### config.mk
export PLATFORM = sky130hd
export DESIGN_NAME = sapc_top
export DESIGN_NICKNAME = d
export VERILOG_FILES = /design/src/common/sapc_pkg.sv /design/src/common/sapc_sar_if.sv /design/src/rtl/sapc_sync.sv /design/src/rtl/sapc_sar.sv /design/src/rtl/sapc_top.sv
export SDC_FILE = /design/constraint.sdc
export NUM_CORES = 1
export LEC_CHECK = 0
export BUFFER_PORTS_ARGS = -buffer_cell sky130_fd_sc_hd__clkbuf_2
export CORE_MARGIN = 5
export CORE_UTILIZATION = 35
export CTS_CLUSTER_SIZE = 40
export DETAILED_ROUTE_END_ITERATION = 8
export GPL_ROUTABILITY_DRIVEN = 0
export MAX_ROUTING_LAYER = met4
export PLACE_DENSITY_LB_ADDON = 0.15
export SYNTH_ARGS = -nofsm -noshare
export SYNTH_HDL_FRONTEND = slang
export SYNTH_HIERARCHICAL = 1
export SYNTH_SLANG_ARGS = --single-unit
### constraint.sdc
create_clock -name clk_sys_i -period 2.44 [get_ports clk_sys_i]
set_input_delay 0.488 -clock clk_sys_i [delete_from_list [all_inputs] [get_ports clk_sys_i]]
set_output_delay 0.488 -clock clk_sys_i [all_outputs]
set_load 0.02 [all_outputs]
### src/common/sapc_pkg.sv
// package: constants, register map and types of the converter control
package sapc_pkg;
    localparam int unsigned CLK_PERIOD_NS = 10;
    localparam int unsigned REF_STAB_NS = 14000;
    localparam int unsigned REF_STAB_CYC =
        (REF_STAB_NS + CLK_PERIOD_NS - 1) / CLK_PERIOD_NS;
    localparam int unsigned RES_BITS = 10;
    localparam int unsigned CH_NUM = 4;
    localparam int unsigned STEPS_PER_CONV = 12;
    // register indices, byte address is four times the index
    localparam logic [5:0] IDX_RESULT = 6'h08;
    localparam logic [5:0] IDX_MODE = 6'h28;
    localparam logic [5:0] IDX_CHSEL = 6'h29;
    localparam logic [5:0] IDX_PFMODE = 6'h2a;
    localparam logic [5:0] IDX_PFTHR = 6'h2b;
    localparam logic [5:0] IDX_STATUS = 6'h2c;
    // field positions
    localparam int unsigned MODE_EN_BIT = 7;
    localparam int unsigned MODE_FR_LSB = 3;
    localparam int unsigned MODE_REF_BIT = 0;
    localparam int unsigned PF_EN_BIT = 7;
    localparam int unsigned PF_LT_BIT = 6;
    localparam int unsigned RES_LSB = 6;
    localparam logic [7:0] MODE_WMASK = 8'hb9;
    localparam logic [7:0] PFMODE_WMASK = 8'hc0;
    // reset values
    localparam logic [7:0] MODE_RST = 8'h00;
    localparam logic [1:0] CHSEL_RST = 2'h0;
    localparam logic [7:0] PFMODE_RST = 8'h00;
    localparam logic [7:0] PFTHR_RST = 8'h00;
    // clocks per approximation step, one twelfth of the conversion time
    localparam logic [4:0] STEP_288 = 5'h18;
    localparam logic [4:0] STEP_240 = 5'h14;
    localparam logic [4:0] STEP_192 = 5'h10;
    localparam logic [4:0] STEP_144 = 5'h0c;
    localparam logic [4:0] STEP_120 = 5'h0a;
    localparam logic [4:0] STEP_96 = 5'h08;

    typedef enum logic [3:0] {
        ST_IDLE = 4'h1,
        ST_SAMP = 4'h2,
        ST_CONV = 4'h4,
        ST_DONE = 4'h8
    } sapc_state_t;

    function automatic logic [4:0] step_cycles(input logic [2:0] fr);
        case (fr)
            3'h1: step_cycles = STEP_240;
            3'h2: step_cycles = STEP_192;
            3'h4: step_cycles = STEP_144;
            3'h5: step_cycles = STEP_120;
            3'h6: step_cycles = STEP_96;
            default: step_cycles = STEP_288;
        endcase
    endfunction
endpackage

### src/common/sapc_sar_if.sv
// interface: control lines between sequencer and approximation register
`timescale 1ns/1ps
`default_nettype none
interface sapc_sar_if;
    logic clr;
    logic start;
    logic decide;
    logic cmp;
    logic [sapc_pkg::RES_BITS-1:0] trial;
    modport ctl (output clr, output start, output decide, output cmp, input trial);
    modport sar (input clr, input start, input decide, input cmp, output trial);
endinterface
`default_nettype wire

### src/rtl/sapc_sync.sv
// module: three-stage synchroniser with agreement filter
`timescale 1ns/1ps
`default_nettype none
module sapc_sync #(
    parameter int unsigned WIDTH = 1
) (
    input wire logic clk_sys_i,
    input wire logic rst_n_i,
    input wire logic ce_i,
    input wire logic [WIDTH-1:0] async_i,
    output logic [WIDTH-1:0] sync_o
);
    logic [WIDTH-1:0] s1_r;
    logic [WIDTH-1:0] s2_r;
    logic [WIDTH-1:0] s3_r;
    logic [WIDTH-1:0] out_r;
    logic [WIDTH-1:0] agree_w;
    logic [WIDTH-1:0] out_nxt;

    if (WIDTH < 1) begin : g_bad_width
        $error("sapc_sync: WIDTH must be at least 1");
    end

    assign agree_w = ~(s2_r ^ s3_r);
    assign out_nxt = (s3_r & agree_w) | (out_r & ~agree_w);
    assign sync_o = out_r;

    always_ff @(posedge clk_sys_i or negedge rst_n_i) begin
        if (!rst_n_i) begin
            s1_r <= '0;
            s2_r <= '0;
            s3_r <= '0;
            out_r <= '0;
        end else if (ce_i) begin
            s1_r <= async_i;
            s2_r <= s1_r;
            s3_r <= s2_r;
            out_r <= out_nxt;
        end
    end
endmodule // sapc_sync
`default_nettype wire

### src/rtl/sapc_sar.sv
// module: successive-approximation register, msb first
`timescale 1ns/1ps
`default_nettype none
module sapc_sar
    import sapc_pkg::*;
#(
    parameter int unsigned BITS = sapc_pkg::RES_BITS
) (
    input wire logic clk_sys_i,
    input wire logic rst_n_i,
    input wire logic ce_i,
    sapc_sar_if.sar sar_io
);
    logic [BITS-1:0] sar_r;
    logic [BITS-1:0] mask_r;
    logic [BITS-1:0] sar_nxt;
    logic [BITS-1:0] mask_nxt;
    logic [BITS-1:0] kept_w;
    logic [BITS-1:0] msb_w;

    if (BITS != RES_BITS) begin : g_bad_bits
        $error("sapc_sar: BITS must equal RES_BITS");
    end

    assign msb_w = {1'b1, {(BITS-1){1'b0}}};
    // trial bit stays when the input is not below the trial level
    assign kept_w = sar_io.cmp ? sar_r : (sar_r & ~mask_r);
    assign mask_nxt = sar_io.clr ? '0 :
                      sar_io.start ? msb_w :
                      sar_io.decide ? (mask_r >> 1) : mask_r;
    assign sar_nxt = sar_io.clr ? '0 :
                     sar_io.start ? msb_w :
                     sar_io.decide ? (kept_w | (mask_r >> 1)) : sar_r;
    assign sar_io.trial = sar_r;

    always_ff @(posedge clk_sys_i or negedge rst_n_i) begin
        if (!rst_n_i) begin
            sar_r <= '0;
            mask_r <= '0;
        end else if (ce_i) begin
            sar_r <= sar_nxt;
            mask_r <= mask_nxt;
        end
    end
endmodule // sapc_sar
`default_nettype wire

### src/rtl/sapc_top.sv
// module: converter sequencer, register file and power-fail compare
// Summary of operation
// - four inputs, ten-bit result per conversion
// - enabled converter repeats on selected channel
// - interrupt after every finished conversion except a discarded first one or a power-fail mismatch
// - power-fail mode interrupts only on match
// - unselected pins stay digital inputs
// - sample at start, hold until end
// - approximation msb first, one bit per step
// - after lsb, copy approximation to result
// - result left-aligned, low six bits zero
// - mode register sets time and run
// - channel register picks sampled input
// - power-fail mode register sets comparison
// - threshold register holds comparison value
// - enable bit stops or runs conversion
// - time codes give 288 to 96 clocks
// - two-bit channel field, upper bits zero
// - first result invalid without stable reference
`timescale 1ns/1ps
`default_nettype none
module sapc_top
    import sapc_pkg::*;
#(
    parameter int unsigned NUM_CH = sapc_pkg::CH_NUM
) (
    input wire logic clk_sys_i,
    input wire logic rst_n_i,
    input wire logic ce_i,
    input wire logic [7:0] avs_address_i,
    input wire logic avs_read_i,
    input wire logic avs_write_i,
    input wire logic [31:0] avs_writedata_i,
    input wire logic [3:0] avs_byteenable_i,
    output logic [31:0] avs_readdata_o,
    output logic avs_waitrequest_o,
    input wire logic cmp_i,
    input wire logic [NUM_CH-1:0] port_pin_i,
    output logic sample_o,
    output logic [sapc_pkg::RES_BITS-1:0] trial_o,
    output logic [1:0] chan_o,
    output logic ref_en_o,
    output logic [NUM_CH-1:0] analog_sel_o,
    output logic [NUM_CH-1:0] digital_en_o,
    output logic conversion_irq_o
);
    import sapc_pkg::*;

    if (NUM_CH != CH_NUM) begin : g_bad_ch
        $error("sapc_top: NUM_CH must equal CH_NUM");
    end

    localparam int unsigned REF_W = $clog2(REF_STAB_CYC + 1);
    localparam logic [REF_W-1:0] REF_DONE = REF_W'(REF_STAB_CYC);
    localparam logic [3:0] LAST_BIT = 4'(RES_BITS - 1);

    sapc_sar_if sar_if ();

    // bus slave state
    logic ack_r;
    logic [31:0] rdata_r;
    logic req_w;
    logic wr_go_w;
    logic [5:0] idx_w;
    logic be0_w;
    logic hit_res_w;
    logic hit_mode_w;
    logic hit_chsel_w;
    logic hit_pfm_w;
    logic hit_pft_w;
    logic hit_stat_w;
    logic [31:0] rd_mux_w;

    // software registers
    logic [7:0] mode_r;
    logic [1:0] chsel_r;
    logic [7:0] pfm_r;
    logic [7:0] pft_r;
    logic [RES_BITS-1:0] result_r;
    logic [7:0] wbyte_w;

    // sequencer
    sapc_state_t st_r;
    sapc_state_t st_nxt;
    logic [5:0] cnt_r;
    logic [5:0] cnt_nxt;
    logic [3:0] bit_r;
    logic [3:0] bit_nxt;
    logic en_w;
    logic en_q_r;
    logic en_rise_w;
    logic [2:0] fr_w;
    logic [4:0] step_w;
    logic [5:0] samp_load_w;
    logic [5:0] step_load_w;
    logic load_w;
    logic done_st_w;
    logic irq_r;

    // reference generator and power-fail compare
    logic [REF_W-1:0] ref_cnt_r;
    logic ref_rdy_w;
    logic discard_r;
    logic [7:0] res_hi_w;
    logic pf_en_w;
    logic pf_lt_w;
    logic cond_w;
    logic cmp_s_w;
    logic [NUM_CH-1:0] pin_s_w;
    logic [NUM_CH-1:0] sel_oh_w;

    sapc_sync #(.WIDTH(1)) u_cmp_sync (
        .clk_sys_i(clk_sys_i),
        .rst_n_i(rst_n_i),
        .ce_i(ce_i),
        .async_i(cmp_i),
        .sync_o(cmp_s_w)
    );

    sapc_sync #(.WIDTH(NUM_CH)) u_pin_sync (
        .clk_sys_i(clk_sys_i),
        .rst_n_i(rst_n_i),
        .ce_i(ce_i),
        .async_i(port_pin_i),
        .sync_o(pin_s_w)
    );

    sapc_sar #(.BITS(RES_BITS)) u_sar (
        .clk_sys_i(clk_sys_i),
        .rst_n_i(rst_n_i),
        .ce_i(ce_i),
        .sar_io(sar_if.sar)
    );

    // bus decode, one wait state per access
    assign req_w = avs_read_i | avs_write_i;
    assign avs_waitrequest_o = req_w & ~(ack_r & ce_i);
    assign wr_go_w = avs_write_i & ack_r & ce_i;
    assign idx_w = avs_address_i[7:2];
    assign be0_w = avs_byteenable_i[0];
    assign wbyte_w = avs_writedata_i[7:0];
    assign hit_res_w = idx_w == IDX_RESULT;
    assign hit_mode_w = idx_w == IDX_MODE;
    assign hit_chsel_w = idx_w == IDX_CHSEL;
    assign hit_pfm_w = idx_w == IDX_PFMODE;
    assign hit_pft_w = idx_w == IDX_PFTHR;
    assign hit_stat_w = idx_w == IDX_STATUS;
    assign rd_mux_w =
        hit_res_w ? {16'h0000, result_r, 6'h00} :
        hit_mode_w ? {24'h000000, mode_r} :
        hit_chsel_w ? {30'h00000000, chsel_r} :
        hit_pfm_w ? {24'h000000, pfm_r} :
        hit_pft_w ? {24'h000000, pft_r} :
        hit_stat_w ? {24'h000000, pin_s_w & ~sel_oh_w, 1'b0, discard_r,
                      ref_rdy_w, ~st_r[0]} :
        32'h00000000;
    assign avs_readdata_o = rdata_r;

    always_ff @(posedge clk_sys_i or negedge rst_n_i) begin
        if (!rst_n_i) begin
            ack_r <= 1'b0;
            rdata_r <= 32'h00000000;
        end else if (ce_i) begin
            ack_r <= req_w & ~ack_r;
            if (req_w && !ack_r) begin
                rdata_r <= rd_mux_w;
            end
        end
    end

    // software register writes, byte lane 0
    always_ff @(posedge clk_sys_i or negedge rst_n_i) begin
        if (!rst_n_i) begin
            mode_r <= MODE_RST;
            chsel_r <= CHSEL_RST;
            pfm_r <= PFMODE_RST;
            pft_r <= PFTHR_RST;
        end else if (wr_go_w && be0_w) begin
            if (hit_mode_w) mode_r <= wbyte_w & MODE_WMASK;
            if (hit_chsel_w) chsel_r <= wbyte_w[1:0];
            if (hit_pfm_w) pfm_r <= wbyte_w & PFMODE_WMASK;
            if (hit_pft_w) pft_r <= wbyte_w;
        end
    end

    // mode fields
    assign en_w = mode_r[MODE_EN_BIT];
    assign fr_w = mode_r[MODE_FR_LSB +: 3];
    assign step_w = step_cycles(fr_w);
    assign samp_load_w = {step_w, 1'b0} - 6'h02;
    assign step_load_w = {1'b0, step_w} - 6'h01;
    assign en_rise_w = en_w & ~en_q_r;

    // reference generator settling
    assign ref_en_o = mode_r[MODE_REF_BIT];
    assign ref_rdy_w = ref_cnt_r == REF_DONE;

    always_ff @(posedge clk_sys_i or negedge rst_n_i) begin
        if (!rst_n_i) begin
            ref_cnt_r <= '0;
            en_q_r <= 1'b0;
            discard_r <= 1'b0;
        end else if (ce_i) begin
            en_q_r <= en_w;
            if (!ref_en_o) ref_cnt_r <= '0;
            else if (!ref_rdy_w) ref_cnt_r <= ref_cnt_r + 1'b1;
            if (en_rise_w && !ref_rdy_w) discard_r <= 1'b1;
            else if (done_st_w || !en_w) discard_r <= 1'b0;
        end
    end

    // channel routing, unselected pins stay digital
    assign sel_oh_w = en_w ? NUM_CH'(1) << chsel_r : '0;
    assign analog_sel_o = sel_oh_w;
    assign digital_en_o = ~sel_oh_w;
    assign chan_o = chsel_r;

    // sequencer: sample, ten steps, one result cycle
    always_comb begin
        st_nxt = st_r;
        cnt_nxt = cnt_r;
        bit_nxt = bit_r;
        unique case (st_r)
            ST_IDLE: begin
                if (en_w) begin
                    st_nxt = ST_SAMP;
                    cnt_nxt = samp_load_w;
                end
            end
            ST_SAMP: begin
                if (cnt_r == 6'h00) begin
                    st_nxt = ST_CONV;
                    cnt_nxt = step_load_w;
                    bit_nxt = 4'h0;
                end else begin
                    cnt_nxt = cnt_r - 6'h01;
                end
            end
            ST_CONV: begin
                if (cnt_r != 6'h00) begin
                    cnt_nxt = cnt_r - 6'h01;
                end else if (bit_r == LAST_BIT) begin
                    st_nxt = ST_DONE;
                end else begin
                    cnt_nxt = step_load_w;
                    bit_nxt = bit_r + 4'h1;
                end
            end
            ST_DONE: begin
                st_nxt = ST_SAMP;
                cnt_nxt = samp_load_w;
            end
            default: begin
                st_nxt = ST_IDLE;
            end
        endcase
        if (!en_w) begin
            st_nxt = ST_IDLE;
        end
    end

    assign sar_if.clr = ~en_w;
    assign sar_if.start = (st_r == ST_SAMP) & (cnt_r == 6'h00) & en_w;
    assign sar_if.decide = (st_r == ST_CONV) & (cnt_r == 6'h00) & en_w;
    assign sar_if.cmp = cmp_s_w;
    assign sample_o = st_r == ST_SAMP;
    assign trial_o = sar_if.trial;

    // result load and interrupt decision
    assign done_st_w = (st_r == ST_DONE) & en_w;
    assign load_w = done_st_w & ~discard_r;
    assign res_hi_w = sar_if.trial[RES_BITS-1 -: 8];
    assign pf_en_w = pfm_r[PF_EN_BIT];
    assign pf_lt_w = pfm_r[PF_LT_BIT];
    assign cond_w = ~pf_en_w | (pf_lt_w ? (res_hi_w < pft_r) : (res_hi_w >= pft_r));
    assign conversion_irq_o = irq_r;

    always_ff @(posedge clk_sys_i or negedge rst_n_i) begin
        if (!rst_n_i) begin
            st_r <= ST_IDLE;
            cnt_r <= 6'h00;
            bit_r <= 4'h0;
            result_r <= '0;
            irq_r <= 1'b0;
        end else if (ce_i) begin
            st_r <= st_nxt;
            cnt_r <= cnt_nxt;
            bit_r <= bit_nxt;
            if (load_w) result_r <= sar_if.trial;
            irq_r <= load_w & cond_w;
        end
    end
endmodule // sapc_top
`default_nettype wire

==> results of run 1 <==
==> report_power, final <==
part           switching, mW  leakage [nW]  total [mW]  internal [mW]
combinational          0.275          1.50       0.460          0.185
clock                  0.655         0.150        1.51          0.851
sequential             0.105          1.48        2.08           1.98
total                   1.03          3.13        4.05           3.01
==> worst max-delay path, cell delays in order (launching register included) <==
cell and delay [ns]:
sky130_fd_sc_hd__dfrtp_1 0.53, sky130_fd_sc_hd__inv_1 0.21, sky130_fd_sc_hd__or3_1 0.46, sky130_fd_sc_hd__inv_1 0.07, sky130_fd_sc_hd__clkbuf_2 0.16
==> area by class of cell <==
type                    count  area [sq um]  area share (%)
flip-flops and latches    112          2800            42.4
diodes                      1          2.50          0.0378
multi-input cells         368          2590            39.2
repair buffers             84           523            7.90
clock buffers              13           260            3.93
clock inverters             3          40.0           0.605
inverters                  34           128            1.93
well taps                 216           270            4.08
==> metrics by stage <==
step	total power [mW]	instance area, sq um
floorplan	2.40	5810
global placement	2.57	6290
detailed placement	2.58	6290
CTS	4.10	6590
global route	4.23	6620
finish	4.05	6620
==> routing by layer <==
metal	vias up	part of all wire [%]	routed length [um]	track usage, %
li1	2055	-	-	-
met1	2085	47	6550	20.3
met2	94	46	6290	22.4
met3	15	5.3	735	4.14
met4	0	1.5	206	4.06
met5	-	0	0	-
==> layout by cell type, fill, tap and decap left out, types with 6 or more instances in the layout <==
cell	n
sky130_fd_sc_hd__dfrtp_1	111
sky130_fd_sc_hd__clkbuf_2	63
sky130_fd_sc_hd__nand2_1	62
sky130_fd_sc_hd__mux2_2	39
sky130_fd_sc_hd__inv_1	34
sky130_fd_sc_hd__nor2_1	23
sky130_fd_sc_hd__o21ai_0	22
sky130_fd_sc_hd__nand3_1	18
sky130_fd_sc_hd__a21oi_1	17
sky130_fd_sc_hd__buf_4	17
sky130_fd_sc_hd__conb_1	16
sky130_fd_sc_hd__ha_1	14
sky130_fd_sc_hd__nor3_1	10
sky130_fd_sc_hd__clkbuf_16	9
sky130_fd_sc_hd__xor2_1	8
sky130_fd_sc_hd__a32o_2	8
sky130_fd_sc_hd__a22o_2	8
sky130_fd_sc_hd__nand2b_1	7
sky130_fd_sc_hd__o31ai_1	7
sky130_fd_sc_hd__or3_1	6
sky130_fd_sc_hd__a21o_1	6
==> state kept, by name, indices dropped and copies added, names as in the netlist, named ones only <==
| signal | cells |
|---|---|
| u_pin_sync/s1_r | 4 |
| ack_r | 1 |
| u_sar/mask_r | 10 |
| ref_cnt_r | 11 |
| bit_r | 4 |
| u_pin_sync/s3_r | 4 |
| u_cmp_sync/s3_r | 1 |
| cnt_r | 6 |
| discard_r | 1 |
| pfm_r | 2 |
| st_r | 4 |
| u_cmp_sync/s2_r | 1 |
| en_q_r | 1 |
| pft_r | 8 |
| u_sar/sar_io.trial | 10 |
| conversion_irq_o | 1 |
| u_pin_sync/s2_r | 4 |
| avs_readdata_o | 16 |
| u_cmp_sync/s1_r | 1 |
| result_r | 10 |
| chan_o | 2 |
| mode_r | 5 |
==> cell families (layout without fill, tap and decap cells) <==
logic type | Yosys count | in the layout | share of synthesized area [%]
buf+inv | 77 | 134 | 7.37
flops | 112 | 112 | 48.7
other cells | 1 | 17 | 0.0652
fa+ha+maj | 14 | 14 | 3.04
compound gates | 120 | 120 | 16.1
simple gates | 166 | 166 | 15.1
xor+xnor | 12 | 12 | 1.83
mux | 40 | 40 | 7.81
==> repair_timing <==
item | 4_1_cts | 5_1_grt
buffers inserted | 0 | 1
gates resized for setup | 0 | 2
setup endpoints to repair | 0 | 18
==> final timing paths <==
check                                   start                    end  slack, ns  depth (start not counted)
max in group asynchronous             rst_n_i     u_pin_sync/s1_r[1]       1.63                          2
hold / removal                        rst_n_i     avs_readdata_o[13]       0.17                          1
setup / recovery                    mode_r[7]        analog_sel_o[1]       0.16                          4
setup reg to reg                      st_r[3]  u_sar/sar_io.trial[5]       0.20                          5
hold reg to reg            avs_readdata_o[11]     avs_readdata_o[11]       0.47                          2
min in group clk_sys_i                  cmp_i        u_cmp_sync/s1_r       0.37                          2
==> metrics, run 1 <==
kind of path behind the tightest hold check input port to asynchronous set/reset pin; count of non-filler cells in the finished layout 831; number of cells in the design after placement 813; antenna violations before repair 1; fraction of registers with async set or reset after synthesis 100%; pin count of the biggest net entering global routing 48; final-report setup violation count 0; CTS tree done; worst slew margin relative to its limit a little over half; clock-pin slew on the worst setup and hold paths 0.07 ns; leakage dissipation 3.13 nW; sequential area share after synthesis around half; Boundary Pins 110; Clock H-tree levels 3; Netlist Area Pre-Place 0.00575 sq mm; final worst path period share 93.3%; share of post-route cells with drive strength above 1 27.9%; Ys Warns 6; residual DRC count 0; final critical delay including setup and external delays around 2.3 ns; worst setup timing slack at the placement stage ~0.08 ns; detailed-route vias per instance 5.11; Hold Fails Final Rpt 0; post-synthesis cell type count between 70 and 80; Total Die Area approximately 0.019 sq mm; number of max-slew violations in the final report 0; Hold Worst Slack 0.168 ns; post-synth top area share approximately 48%; cells after synthesis 542; Post-Syn Area per Cell 10.6 sq um; Chip Width 138 um; global-route total usage across every layer between 10% and 20%; clock tree sinks 112; most repeated cell in the gate-level netlist after synthesis sky130_fd_sc_hd__dfrtp_1; worst setup path class register to primary output; EDFF count, synth 0; Least-Margin Pin Slew between 0.6 and 0.7 ns; Highest Clock Rate approximately 0.44 GHz; initial core utilization approximately 36%; first-pass GRT wire length around 23,000 um; Max Clock Skew between 0.005 and 0.006 ns; hold-fix buffer count after cts 0; Max rail drop VDD ~0.33 mV; half-perimeter wire length after placement a little over 10,000 um; vias after detailed routing 4,249; cells taking the most area after synthesis sky130_fd_sc_hd__dfrtp_1, sky130_fd_sc_hd__mux2_2, sky130_fd_sc_hd__nand2_1, sky130_fd_sc_hd__ha_1, sky130_fd_sc_hd__buf_4; buffer levels on the longest clock path 2; nets@finish 677; area added between synthesis and finish 15.0%; number of detailed-routing iterations run before antenna repair 4; cell type with the largest total area after synthesis sky130_fd_sc_hd__dfrtp_1; clock buffers created by TritonCTS 9; mean routed wirelength per cell 16.6 um; max-cap violation count 0; number of rows created at floorplan 46; post-synthesis register bit count 112; height of the die between 100 and 150 um; setup slack after layout 0.163 ns; number of buffer cells added on primary ports 64; number of nets still failing antenna checks after routing 0; clock insertion delay at the later pin of the skew report between 0.3 and 0.4 ns; result of the run completed; critical path startpoint category register; Core Util, Final 41.4%; core area 0.0160 sq mm; RSZ-0062 raised after global routing no; number of fill cells 1,604; power per cell area ~610 mW/mm^2; setup TNS 0 ns; GR Overflow Total 0; violation count after the first detailed-route iteration 310; Max Fanout on Critical Path 8; kind of end point of the critical path primary output; dominant register cell in the synthesized netlist sky130_fd_sc_hd__dfrtp_1; most numerous cell types in the synthesized netlist sky130_fd_sc_hd__dfrtp_1, sky130_fd_sc_hd__nand2_1, sky130_fd_sc_hd__mux2_2; Root Buffer sky130_fd_sc_hd__clkbuf_16; Worst EP required 1.95 ns; data arrival time of the critical path 1.79 ns; post-detailed-routing wire length 13,800 um; number of global-route vias before repair 4,152
Power figures use the tool's default switching activity.
==> run 2: changes to the inputs <==
==> constraint.sdc (replaced) <==
create_clock -name clk_sys_i -period 2.44 [get_ports clk_sys_i]
set_input_delay 0 -clock clk_sys_i [delete_from_list [all_inputs] [get_ports clk_sys_i]]
set_output_delay 0 -clock clk_sys_i [all_outputs]
set_load 0.02 [all_outputs]
==> metrics, run 2 (synthesized netlist as in run 1, its figures left out) <==
setup TNS 0 ns; switching part of the total power 25.1%; Boundary Pins 110; pin count of the biggest net entering global routing 44; critical path startpoint category register; most common cell after layout, fill and taps aside sky130_fd_sc_hd__dfrtp_1; buffer levels on the longest clock path 2; number of max-slew violations in the final report 0; share of post-route cells with drive strength above 1 26.8%; number of rows created at floorplan between 40 and 50; number of fill cells 1,561; global-route total usage across every layer 15.4%; Max Fanout on Critical Path 9; crit-path max cell delay 0.40 ns; total area of multi-input combinational cells 0.00259 sq mm; nets@finish 690; number of cells traversed by the worst register-to-register path 9; startpoint of the most critical hold path ce_i; number of flip-flops under the largest register name 16; Worst EP required ~2.7 ns; number of nets still failing antenna checks after routing 0; Highest Clock Rate roughly 0.45 GHz; Hold Fails Final Rpt 0; initial core utilization 36.0%; Least-Margin Pin Slew about 0.7 ns; post-detailed-routing wire length ~14,000 um; Chip Width ~140 um; commonest cells after routing, fill and taps aside sky130_fd_sc_hd__dfrtp_1, sky130_fd_sc_hd__clkbuf_2, sky130_fd_sc_hd__nand2_1, sky130_fd_sc_hd__mux2_2, sky130_fd_sc_hd__inv_1; design area 0.00674 sq mm; final worst path period share between 90 and 100%; Max rail drop VDD approximately 0.32 mV; antenna fix cells 0; relative contribution of combinational cells to total power approximately 12%; Clock H-tree levels 3; endpoint of the worst hold-timing path st_r[3]; Total Die Area 0.0191 sq mm; area added between synthesis and finish 17.1%; residual DRC count 0; mean routed wirelength per cell ~17 um; number of detailed-routing iterations run before antenna repair 5; net switching power slightly above 1 mW; RSZ-0062 raised after global routing no; CTS tree done; kind of end point of the critical path register; worst slew margin relative to its limit between 50% and 60%; sequential standard cell area 0.00280 sq mm; result of the run completed; GR Overflow Total 0; leakage dissipation ~3.2 nW; clock buffers created by TritonCTS 9; slowest CP cell sky130_fd_sc_hd__dfrtp_1; antenna violations before repair 0; violation count after the first detailed-route iteration between 300 and 400; clock-pin slew on the worst setup and hold paths 0.07 ns; hold path cells 3; core area 0.0160 sq mm; number of global-route vias before repair 4,319; first-pass GRT wire length around 23,000 um; final-report setup violation count 0; height of the die 138 um; final critical delay including setup and external delays 2.21 ns; instance area after placement 0.00626 sq mm; half-perimeter wire length after placement approximately 10,000 um; launch point of the worst reg-to-reg path cnt_r[1]; detailed-route vias per instance 5.12; share of total power in sequential cells about half; Root Buffer sky130_fd_sc_hd__clkbuf_16; clock insertion delay at the later pin of the skew report 0.35 ns; capture point of the worst reg-to-reg path u_sar/sar_io.trial[5]; count of non-filler cells in the finished layout between 800 and 900; number of buffer cells added on primary ports 64; clock tree sinks about 110; internal reg-to-reg setup slack around 0.23 ns; most frequent CP cell sky130_fd_sc_hd__nand2_1; vias after detailed routing 4,314; max-cap violation count 0; cell chain of the critical path inv_1, ha_1, nor2b_1, nand2_1, nor3_1, buf_4, and3b_2, nand2_1, a32o_2; kind of path behind the tightest hold check input port to register; cell-internal power 3.10 mW; data arrival time of the critical path 2.44 ns; number of cells in the design after placement 812; Max Clock Skew 0.00892 ns; worst setup path class register to register; power per cell area approximately 610 mW/mm^2; proportion of power drawn by the clock network 38.2%
## run 2: changes by cell type in the layout (fill, tap and decap cells not counted), sizes merged
cell / previous run / this run
dlygate4sd3: 0 / 14
bufinv: 1 / 2
buf: 21 / 20
clkinv: 2 / 1
diode: 1 / 0
## run 2: worst max-delay path by stage
stage / startpoint / endpoint / slack, ns / cells past startpoint
3_5_place_dp: cnt_r[1] / u_sar/mask_r[2] / 0.08 / 9
2_1_floorplan: st_r[1] / u_sar/sar_io.trial[5] / 0.02 / 8
5_1_grt: cnt_r[1] / u_sar/sar_io.trial[6] / 0.07 / 9
4_1_cts: cnt_r[1] / u_sar/mask_r[2] / 0.06 / 9
6_report: cnt_r[1] / u_sar/sar_io.trial[5] / 0.23 / 9
3_3_place_gp: cnt_r[1] / u_sar/mask_r[0] / 0.14 / 9
## run 2: what timing repair did
item                                    in CTS  in global routing
endpoints found under the hold margin       62                  0
setup buffers                                0                  1
gates resized for setup                      0                  1
hold buffers                                14                  0
endpoints found under the setup margin       0                 18
## run 2: worst max-delay path, delay by kind of cell (launching register included)
family / cells / cell delay, ns
simple gates: 5 / 0.92
flops: 1 / 0.40
buf+inv: 2 / 0.27
compound gates: 1 / 0.27
fa+ha+maj: 1 / 0.24
## run 2: cell type report
type,instances,area share [%]
clock buffers,13,3.71
inverters,34,1.89
repair buffers,97,9.36
clock inverters,3,0.966
well taps,216,4.01
multi-input cells,368,38.4
flip-flops and latches,112,41.6
## run 2: routing by layer
layer	vias up	track usage, %	wire, um
li1	2076	-	-
met3	8	4.38	630
met4	0	3.80	118
met5	-	-	0
met1	2133	20.4	6640
met2	97	23.6	6580
## run 2: through the flow
step                      total power, mW  hold slack (ns)  setup WS, ns  utilization [%]
after floorplan                      2.40           -0.296        0.0200                -
after global placement               2.57           0.0404         0.142             39.1
after detailed placement             2.58           0.0537        0.0827             39.1
after CTS                            4.20           0.0855        0.0552             42.0
after global routing                 4.33            0.105        0.0697             42.1
final                                4.14           0.0922         0.233             42.1
## run 2: power groups by stage
stage / registers (mW) / logic (mW) / clock network, mW
3_3_place_gp: 2.11 / 0.456 / 0
3_5_place_dp: 2.12 / 0.466 / 0
4_1_cts: 2.08 / 0.487 / 1.63
6_report: 2.08 / 0.476 / 1.58
2_1_floorplan: 2.12 / 0.288 / 0
5_1_grt: 2.10 / 0.533 / 1.70
